File: src/setpoint_defines.vh
// Purpose: constants for the setpoint logic controller
// Assumes: 250 MHz system clock, classic Wishbone slave with 32-bit data
// Notes:   register offsets are byte addresses
`ifndef SETPOINT_DEFINES_VH
`define SETPOINT_DEFINES_VH

// Clock and timing
`define CLK_HZ            250000000
`define TICK_MS           100
`define TICK_CYCLES       ((`CLK_HZ / 1000) * `TICK_MS)
`define SCAN60_US         16600
`define SCAN50_US         20000
`define SCAN60_CYCLES     ((`CLK_HZ / 1000000) * `SCAN60_US)
`define SCAN50_CYCLES     ((`CLK_HZ / 1000000) * `SCAN50_US)
`define HOUR_TENTH_TICKS  3600

// Register map (byte offsets)
`define REG_CTRL          8'h00
`define REG_STATUS        8'h04
`define REG_LATCH         8'h08
`define REG_RELAY         8'h0C
`define REG_RELAY_REL     8'h10
`define REG_CNT_BASE      8'h20
`define REG_SP_BASE       8'h40
`define SP_STRIDE         8'h10

// Per-setpoint word offsets within a setpoint block
`define SP_CFG            2'd0
`define SP_OPLIM          2'd1
`define SP_RELLIM         2'd2
`define SP_DELAYS         2'd3

// Trigger kinds
`define TRIG_OFF          2'd0
`define TRIG_ANA_HI       2'd1
`define TRIG_ANA_LO       2'd2
`define TRIG_BIN          2'd3

// Action kinds
`define ACT_NONE          2'd0
`define ACT_RELAY         2'd1
`define ACT_COUNT         2'd2
`define ACT_TIME          2'd3

// Counter limit for six decimal digits
`define CNT_MAX           20'd999999

`endif

File: src/setpoint_logic_controller.v
// Purpose: sixteen-unit setpoint alarm and control logic, only setpoints 0 to 3 configurable, with relay and counter actions
// Assumes: measured values and binary inputs are synchronous to clk_sys
// Notes:   registers reached over classic Wishbone, one aligned word each
//
// Overview of operation
// Sixteen independent setpoints, each with one selectable trigger argument; here only setpoints 0 to 3 are writable over Wishbone.
// All setpoints evaluated once per mains cycle, 16.6 ms or 20 ms.
// A true setpoint drives a relay or increments a counter.
// Programmable operate delay, 0.1 to 999.9 s, before entering operated state.
// Programmable release delay, 0.1 to 999.9 s, before leaving operated state.
// Analog trigger operates at one threshold, releases at another, giving hysteresis.
// Software sets release equal to operate limit for no hysteresis.
// Binary triggers test on/off status only; thresholds ignored.
// Binary triggers are level sensitive, not edge events.
// Status changes only after the condition held the whole delay.
// Each status change is written to a readable status register.
// Operated status latches in an alarm latch until software clears it.
// Action fires on transition into operated state, not release.
// Actions are independent per setpoint; relays are ORed across linked setpoints.
// Relay holds until all linked setpoints release; latched relays need release command.
// Time-count action accumulates operated time in 0.1 hour steps.
// Four general counters of six decimal digits each.
// Delay timers tick at 0.1 s and restart when the condition drops.
// Status and alarm latch update in the same scan as the change.
//
// Chosen here: the Wishbone interface to the registers and the register addresses.
`timescale 1ns/1ns
`include "setpoint_defines.vh"
module setpoint_logic_controller #(
  parameter NUM_SP     = 16,
  parameter NUM_IN     = 16,
  parameter NUM_RELAY  = 4,
  parameter NUM_CNT    = 4,
  parameter TICK_CYC   = `TICK_CYCLES,
  parameter SCAN60_CYC = `SCAN60_CYCLES,
  parameter SCAN50_CYC = `SCAN50_CYCLES,
  parameter HOUR_TICKS = `HOUR_TENTH_TICKS
) (
  // Clock, reset, enable
  input  wire                   clk_sys,
  input  wire                   rst_n,
  input  wire                   clkEn,
  // Wishbone slave
  input  wire                   wb_cyc_i,
  input  wire                   wb_stb_i,
  input  wire                   wb_we_i,
  input  wire [7:0]             wb_adr_i,
  input  wire [3:0]             wb_sel_i,
  input  wire [31:0]            wb_dat_i,
  output reg  [31:0]            wb_dat_o,
  output reg                    wb_ack_o,
  // Measurements: NUM_SP signed analog values, 32 bits each, one per trigger source
  input  wire [NUM_SP*32-1:0]   analogIn,
  input  wire [NUM_IN-1:0]      binaryIn,
  // Relay outputs
  output reg  [NUM_RELAY-1:0]   relayOut
);

  localparam CW = 20;
  localparam [7:0] SP_TOP = `REG_SP_BASE + 8'h3F;

  // Configuration storage
  reg [31:0]          opLim_r  [0:NUM_SP-1];
  reg [31:0]          relLim_r [0:NUM_SP-1];
  reg [27:0]          delays_r [0:NUM_SP-1];
  reg [15:0]          cfg_r    [0:NUM_SP-1];
  reg                 mode50_r;
  reg [NUM_SP-1:0]    statusReg_r;
  reg [NUM_SP-1:0]    latch_r;
  reg [NUM_RELAY-1:0] relayLatched_r;
  reg [NUM_RELAY-1:0] relayHeld_r;
  reg [CW-1:0]        count_r  [0:NUM_CNT-1];
  reg [11:0]          hourTicks_r [0:NUM_CNT-1];
  reg [27:0]          tickCnt_r;
  reg [23:0]          scanCnt_r;
  reg                 tick_r;
  reg                 scan_r;
  reg [NUM_SP-1:0]    prevOp_r;

  wire [NUM_SP-1:0]   operated;
  wire                wbReq  = wb_cyc_i & wb_stb_i & ~wb_ack_o;
  wire                wbWr   = wbReq & wb_we_i;

  integer i;
  integer k;

  // Byte-lane merge for writes
  function [31:0] merge;
    input [31:0] oldV;
    input [31:0] newV;
    input [3:0]  sel;
    begin
      merge = { sel[3] ? newV[31:24] : oldV[31:24], sel[2] ? newV[23:16] : oldV[23:16],
                sel[1] ? newV[15:8]  : oldV[15:8],  sel[0] ? newV[7:0]   : oldV[7:0] };
    end
  endfunction

  // Six-digit add that wraps from 999999 to zero
  function [CW-1:0] bump;
    input [CW-1:0] v;
    begin
      bump = (v >= `CNT_MAX) ? {CW{1'b0}} : v + {{(CW-1){1'b0}}, 1'b1};
    end
  endfunction

  // Trigger condition for entering or leaving the operated state
  function condOf;
    input [1:0]  kind;
    input        isOp;
    input [31:0] val;
    input [31:0] lim;
    input        bin;
    input        pol;
    begin
      case (kind)
        `TRIG_ANA_HI: condOf = isOp ? ($signed(val) >= $signed(lim))
                                    : ($signed(val) <  $signed(lim));
        `TRIG_ANA_LO: condOf = isOp ? ($signed(val) <= $signed(lim))
                                    : ($signed(val) >  $signed(lim));
        `TRIG_BIN:    condOf = isOp ? (bin == pol) : (bin != pol);
        default:      condOf = ~isOp;
      endcase
    end
  endfunction

  // Merged write words; sliced on purpose to the register widths
  wire [1:0]  spIdx    = wb_adr_i[5:4];
  wire [31:0] cfgWr    = merge({16'h0000, cfg_r[spIdx]}, wb_dat_i, wb_sel_i);
  wire [31:0] delWr    = merge({4'h0, delays_r[spIdx]}, wb_dat_i, wb_sel_i);
  wire [31:0] latchClr = merge(32'h0000_0000, wb_dat_i, wb_sel_i);

  // 0.1 s tick and mains-cycle scan strobe
  always @(posedge clk_sys or negedge rst_n) begin
    if (!rst_n) begin
      tickCnt_r <= 28'h000_0000;
      scanCnt_r <= 24'h00_0000;
      tick_r    <= 1'b0;
      scan_r    <= 1'b0;
    end else if (clkEn) begin
      tick_r <= (tickCnt_r == TICK_CYC - 1);
      tickCnt_r <= (tickCnt_r == TICK_CYC - 1) ? 28'h000_0000 : tickCnt_r + 28'h000_0001;
      // One scan per mains cycle; 50 Hz uses the 20 ms period, 60 Hz the 16.6 ms one
      if (scanCnt_r >= (mode50_r ? SCAN50_CYC - 1 : SCAN60_CYC - 1)) begin
        scanCnt_r <= 24'h00_0000;
        scan_r    <= 1'b1;
      end else begin
        scanCnt_r <= scanCnt_r + 24'h00_0001;
        scan_r    <= 1'b0;
      end
    end
  end

  // One delay unit per setpoint
  genvar g;
  generate
    for (g = 0; g < NUM_SP; g = g + 1) begin : spGen
      wire [3:0]  src  = cfg_r[g][5:2];
      wire [31:0] aval = analogIn[src*32 +: 32];
      wire        bval = binaryIn[src];
      // Binary kinds ignore limits; hysteresis from separate limits
      wire opC  = condOf(cfg_r[g][1:0], 1'b1, aval, opLim_r[g],  bval, cfg_r[g][6]);
      wire relC = condOf(cfg_r[g][1:0], 1'b0, aval, relLim_r[g], bval, cfg_r[g][6]);
      setpoint_delay_unit uDelay (
        .clk_sys    (clk_sys),
        .rst_n      (rst_n),
        .clkEn      (clkEn),
        .tick       (tick_r),
        .scan       (scan_r),
        .opCond     (opC),
        .relCond    (relC),
        .opDelay    (delays_r[g][13:0]),
        .relDelay   (delays_r[g][27:14]),
        .operated_r (operated[g])
      );
    end
  endgenerate

  // Status, latch, relay and counter actions
  always @(posedge clk_sys or negedge rst_n) begin
    if (!rst_n) begin
      statusReg_r    <= {NUM_SP{1'b0}};
      latch_r        <= {NUM_SP{1'b0}};
      prevOp_r       <= {NUM_SP{1'b0}};
      relayHeld_r    <= {NUM_RELAY{1'b0}};
      relayOut       <= {NUM_RELAY{1'b0}};
      relayLatched_r <= {NUM_RELAY{1'b0}};
      mode50_r       <= 1'b0;
      for (k = 0; k < NUM_CNT; k = k + 1) begin
        count_r[k]     <= {CW{1'b0}};
        hourTicks_r[k] <= 12'h000;
      end
      for (k = 0; k < NUM_SP; k = k + 1) begin
        cfg_r[k]    <= 16'h0000;
        opLim_r[k]  <= 32'h0000_0000;
        relLim_r[k] <= 32'h0000_0000;
        delays_r[k] <= 28'h000_0000;
      end
    end else if (clkEn) begin
      prevOp_r    <= operated;
      statusReg_r <= operated;
      // Software writes first so hardware sets below win over clears
      if (wbWr) begin
        if (wb_adr_i == `REG_CTRL && wb_sel_i[0])
          mode50_r <= wb_dat_i[0];
        if (wb_adr_i == `REG_RELAY_REL)
          relayLatched_r <= relayLatched_r & ~wb_dat_i[NUM_RELAY-1:0];
        for (k = 0; k < NUM_CNT; k = k + 1)
          if (wb_adr_i == `REG_CNT_BASE + k*4)
            count_r[k] <= wb_dat_i[CW-1:0];
        for (k = 0; k < NUM_SP; k = k + 1)
          if (wb_adr_i[7:6] == 2'b01 && wb_adr_i[5:2] == k) begin
            // Empty match on [5:2]; block index is wb_adr_i[5:4] and word select [3:2], below
          end
      end
      if (wbWr && wb_adr_i >= `REG_SP_BASE && wb_adr_i <= SP_TOP) begin
        // Block index in [5:4], word within the block in [3:2]
        case (wb_adr_i[3:2])
          `SP_CFG:    cfg_r[spIdx]    <= cfgWr[15:0];
          `SP_OPLIM:  opLim_r[spIdx]  <= merge(opLim_r[spIdx], wb_dat_i, wb_sel_i);
          `SP_RELLIM: relLim_r[spIdx] <= merge(relLim_r[spIdx], wb_dat_i, wb_sel_i);
          `SP_DELAYS: delays_r[spIdx] <= delWr[27:0];
          default:    ;
        endcase
      end
      // Alarm latch: set wins over same-cycle clear
      latch_r <= (wbWr && wb_adr_i == `REG_LATCH)
                 ? ((latch_r & ~latchClr[NUM_SP-1:0]) | operated)
                 : (latch_r | operated);
      // Relay: OR of linked setpoints plus latched hold
      for (k = 0; k < NUM_RELAY; k = k + 1) begin
        relayHeld_r[k] <= 1'b0;
        for (i = 0; i < NUM_SP; i = i + 1)
          if (cfg_r[i][8:7] == `ACT_RELAY && cfg_r[i][10:9] == k && operated[i])
            relayHeld_r[k] <= 1'b1;
      end
      for (i = 0; i < NUM_SP; i = i + 1)
        if (cfg_r[i][8:7] == `ACT_RELAY && cfg_r[i][11] && operated[i] && !prevOp_r[i])
          relayLatched_r[cfg_r[i][10:9]] <= 1'b1;
      relayOut <= relayHeld_r | relayLatched_r;
      // Event counting on assertion edge; time counting while operated
      for (k = 0; k < NUM_CNT; k = k + 1) begin
        for (i = 0; i < NUM_SP; i = i + 1) begin
          if (cfg_r[i][8:7] == `ACT_COUNT && cfg_r[i][10:9] == k
              && operated[i] && !prevOp_r[i])
            count_r[k] <= bump(count_r[k]);
        end
        if (tick_r) begin
          for (i = 0; i < NUM_SP; i = i + 1)
            if (cfg_r[i][8:7] == `ACT_TIME && cfg_r[i][10:9] == k && operated[i]) begin
              if (hourTicks_r[k] >= HOUR_TICKS - 1) begin
                hourTicks_r[k] <= 12'h000;
                count_r[k]     <= bump(count_r[k]);
              end else begin
                hourTicks_r[k] <= hourTicks_r[k] + 12'h001;
              end
            end
        end
      end
    end
  end

  // Wishbone answer, one cycle after the request
  always @(posedge clk_sys or negedge rst_n) begin
    if (!rst_n) begin
      wb_ack_o <= 1'b0;
      wb_dat_o <= 32'h0000_0000;
    end else if (clkEn) begin
      wb_ack_o <= wbReq;
      wb_dat_o <= 32'h0000_0000;
      if (wbReq && !wb_we_i) begin
        case (wb_adr_i)
          `REG_CTRL:      wb_dat_o <= {31'h0, mode50_r};
          `REG_STATUS:    wb_dat_o <= {{(32-NUM_SP){1'b0}}, statusReg_r};
          `REG_LATCH:     wb_dat_o <= {{(32-NUM_SP){1'b0}}, latch_r};
          `REG_RELAY:     wb_dat_o <= {{(32-NUM_RELAY){1'b0}}, relayOut};
          default: begin
            for (k = 0; k < NUM_CNT; k = k + 1)
              if (wb_adr_i == `REG_CNT_BASE + k*4)
                wb_dat_o <= {{(32-CW){1'b0}}, count_r[k]};
          end
        endcase
      end
    end
  end

endmodule // setpoint_logic_controller

File: src/setpoint_delay_unit.v
// Purpose: operate/release delay evaluation for one setpoint
// Assumes: clocked every cycle, status changes only on scan, delay counts in 0.1 s ticks
// Notes:   a shared tick pulse advances the elapsed counters
`timescale 1ns/1ns
module setpoint_delay_unit (
  // Clock and reset
  input  wire        clk_sys,
  input  wire        rst_n,
  input  wire        clkEn,
  // Timing
  input  wire        tick,
  input  wire        scan,
  // Condition and configuration
  input  wire        opCond,
  input  wire        relCond,
  input  wire [13:0] opDelay,
  input  wire [13:0] relDelay,
  // Result
  output reg         operated_r
);

  reg [13:0] elapsed_r;

  // Elapsed time of the condition opposing the current status; restarts on drop
  always @(posedge clk_sys or negedge rst_n) begin
    if (!rst_n) begin
      elapsed_r  <= 14'h0000;
      operated_r <= 1'b0;
    end else if (clkEn) begin
      if (!operated_r) begin
        if (!opCond) begin
          elapsed_r <= 14'h0000;
        end else if (scan && elapsed_r >= opDelay) begin
          operated_r <= 1'b1;
          elapsed_r  <= 14'h0000;
        end else if (tick && elapsed_r != 14'h3FFF) begin
          elapsed_r <= elapsed_r + 14'h0001;
        end
      end else begin
        if (!relCond) begin
          elapsed_r <= 14'h0000;
        end else if (scan && elapsed_r >= relDelay) begin
          operated_r <= 1'b0;
          elapsed_r  <= 14'h0000;
        end else if (tick && elapsed_r != 14'h3FFF) begin
          elapsed_r <= elapsed_r + 14'h0001;
        end
      end
    end
  end

endmodule // setpoint_delay_unit

File: config.mk
export PLATFORM = sky130hd
export DESIGN_NAME = setpoint_logic_controller
export DESIGN_NICKNAME = d
export VERILOG_FILES = /design/src/setpoint_logic_controller.v /design/src/setpoint_delay_unit.v
export VERILOG_INCLUDE_DIRS = /design/src
export SDC_FILE = /design/constraint.sdc
export NUM_CORES = 2
export LEC_CHECK = 0
export BUFFER_PORTS_ARGS = -buffer_cell sky130_fd_sc_hd__buf_4
export CORE_MARGIN = 2
export CORE_UTILIZATION = 37
export CTS_CLUSTER_DIAMETER = 60
export DETAILED_ROUTE_END_ITERATION = 10
export PLACE_DENSITY = 0.6
export SYNTH_ARGS = -nofsm -noshare
export SYNTH_HDL_FRONTEND = slang
export SYNTH_SLANG_ARGS = --single-unit
File: constraint.sdc
create_clock -name clk_sys -period 9.2 [get_ports clk_sys]
set_input_delay 1.84 -clock clk_sys [delete_from_list [all_inputs] [get_ports clk_sys]]
set_output_delay 1.84 -clock clk_sys [all_outputs]
set_load 0.05 [all_outputs]
==> out/metrics.cfg <==
[sta]
finClkSkew_ns = 0.04392
finalCriticalPeriod_ns = 7.168
maxSlewViolCount = 0
rsz0062_at_grt = no
relSlewSlack = 0.1781
tns_ns = 0
hold_viol = 0
fmax_ghz = 0.1395
period_share = 0.7791
finalSetupViolCount = 0
worst_hold_slack_ns = 0.4715
tightest_slew_ns = 1.222

[job]
max_cap_violations = 0

[worst_setup_path]
path_class = register to register
crit_path_end_kind = register
crit_family = compound AO/OA/AOI/OAI gates
critPathRequiredTime_ns = 9.76
start_kind = register
path_depth = 13
worstPathMaxFanout = 71
path_cells = buf_12, mux4_2, mux4_2, ha_1, nand4_1, nor4_1, o41ai_1, a31oi_1, nor2_1, a211oi_1, a2bb2oi_1, and2_1, o22ai_1
cpPeakStageDelay_ns = 1.09
worst_path_most_repeated_cell = mux4_2
ff2ff_path_depth = 13
critPathArrivalTime_ns = 7.73
crit_buf_inv = 1
crit_slowest_cell = nor4_1

[hold_path]
min_path_cells = 2
min_path_type = register to register

[synth]
synth_fa_ha_area_frac = 0.08035
synth_compound_gate_area_share = 0.1207
yosys.area_share.simple = 0.1147
async_reset_ff_frac = 1.000
synth_mux_area_frac = 0.3097
ys_types = 86
ys_ff_latch = 736
synth_ff_type = dfrtp_1
synth_edf_count = 0
netlist_area_um2 = 61200
ys_seq_area_frac = 0.3009
syn_inst = 5825
synth_area_per_cell_um2 = 10.51
synth_top_family_by_area = multiplexers
synth_warnings = 0
synthXorXnorAreaFrac = 0.01942

[die]
num_rows = 149
die-area_um2 = 168700
start_util = 0.3718
ioPinCount = 615
die-height_um = 410.7
fp.dieW_um = 410.7
core-area_um2 = 164600

[clock_network]
cts_sinks = 736
cts_buffers = 95
cts_hold_buf = 0
clock-root-buffer = clkbuf_16
post_cts_resized = 0
clkLatencyLatePin_ns = 0.72
path_clk_slew_ns = 0.06
cts_tree = yes
cts.path.max_buffers = 3
htree_levels = 3
post_cts_buffers = 0

[power]
p_per_area_nw_per_um2 = 137.3
ir_worst_vdd_mv = 0.1542
power.internal_mw = 6.774
p_clk_frac = 0.403
switching_power_mw = 2.998
power_frac_comb = 0.230
pwr-share-seq = 0.367
leakagePower_nw = 28.61
power_mw = 9.772
switching_share = 0.3068

[placement]
hpwl_mm = 179.8
io_buffers = 602
gp_congestion = 0.9773
dp.cells = 8283
placed_cell_area_um2 = 67680

[layout]
fin_cells = 8515
synthToLayoutAreaGrowth_pct = 16.27
mostFrequentLayoutCell = mux4_2
final_nets = 7162
design_area_um2 = 71160
final_layout_size_suffix_gt1_frac = 0.2660
final_cell_mix = mux4_2 (764), dfrtp_1 (720), buf_4 (652)

[grt]
grtUsageTotal = 0.2804
grt_pass1_vias = 51618
antenna_found_initial = 73
gr-total-overflow = 0
grt_pass1_wl_mm = 351.5
grt_max_degree = 181

[drt]
drtAntennaViolNets = 0
vias = 52706
viasPerCell = 6.190
routed_wl_mm = 240.4
dr.pass1.iters = 6
wire_per_inst_um = 28.23
drc = 0
drt_first_iter_violations = 5772

[run_status]
status = finished clean

## power by group through the flow
stage	combinational, mW	sequential (mW)	clock (mW)
floorplan	1.37	3.54	0
global placement	2.17	3.63	0
detailed placement	2.22	3.64	0
CTS	2.22	3.58	3.98
global route	2.41	3.61	4.11
finish	2.25	3.59	3.94
## layer usage
layer  GRT usage  up-vias  share of wire
li1            -    22822              -
met1      0.3561    26493           0.38
met2      0.4327     2812           0.46
met3     0.06189      573          0.091
met4      0.1807        6          0.068
met5           0        -        0.00015
## layout make-up
class | count | area, um2
fill | 15591 | 93460
multi-input combinational | 4234 | 39610
sequential | 736 | 18460
timing repair buffer | 666 | 5155
clock buffer | 134 | 2838
tap | 2189 | 2739
inverter | 458 | 1719
clock inverter | 40 | 495.5
antenna | 58 | 145.1
## worst register-to-register path, delay by kind of cell (launching register included)
kind	cells	cell delay (ns)
flops	1	1.03
simple gates	4	1.88
buf+inv	1	0.53
mux	2	1.38
compound gates	5	1.88
fa+ha+maj	1	0.32
## synthesized netlist by cell type, types with 73 or more instances
cell type,count,area share
xor2_1,84,0.012
dfrtp_1,736,0.30
clkbuf_1,296,0.018
nor2_1,655,0.040
ha_1,393,0.080
mux2i_1,144,0.024
o21ai_0,247,0.020
mux4_2,764,0.28
nand4_1,94,0.0096
nand2_1,334,0.020
and3_1,73,0.0075
inv_1,457,0.028
a21oi_1,567,0.046
nand3_1,139,0.011
buf_1,91,0.0056
## metrics by stage
step	worst slack, ns	util
after global placement	1.870	0.4111
after CTS	1.953	0.4314
after floorplan	3.755	-
after global routing	1.731	0.4322
final	2.032	0.4323
after detailed placement	1.903	0.4111
## cell families (layout without fill, tap and decap cells)
family	count (synthesis)	in the layout
mux	935	935
compound gates	1221	1221
buf+inv	866	1298
flops	736	736
simple gates	1539	1539
xor+xnor	134	134
other cells	1	70
fa+ha+maj	393	393
## worst paths after layout
| check | startpoint | to | slack, ns |
|---|---|---|---|
| max in group asynchronous | rst_n | count_r[8] | 6.02 |
| worst max-delay path | cfg_r[210] | spGen[2].uDelay.elapsed_r[1] | 2.03 |
| worst min register to register | spGen[11].uDelay.operated_r | latch_r[11] | 0.47 |
| worst min-delay path | spGen[11].uDelay.operated_r | latch_r[11] | 0.47 |
| worst max register to register | cfg_r[210] | spGen[2].uDelay.elapsed_r[1] | 2.03 |
| min in group asynchronous | rst_n | spGen[0].uDelay.elapsed_r[7] | 1.17 |
## flip-flops by register name (all words and copies together), names as in the netlist, 16 cells and up
register,count
opLim_r,128
relLim_r,128
delays_r,112
count_r,80
spGen.uDelay.elapsed_r,56
cfg_r,48
hourTicks_r,48
tickCnt_r,28
scanCnt_r,24
wb_dat_o,20
latch_r,16
prevOp_r,16
spGen.uDelay.operated_r,16
(Power assumes the default switching activity.)
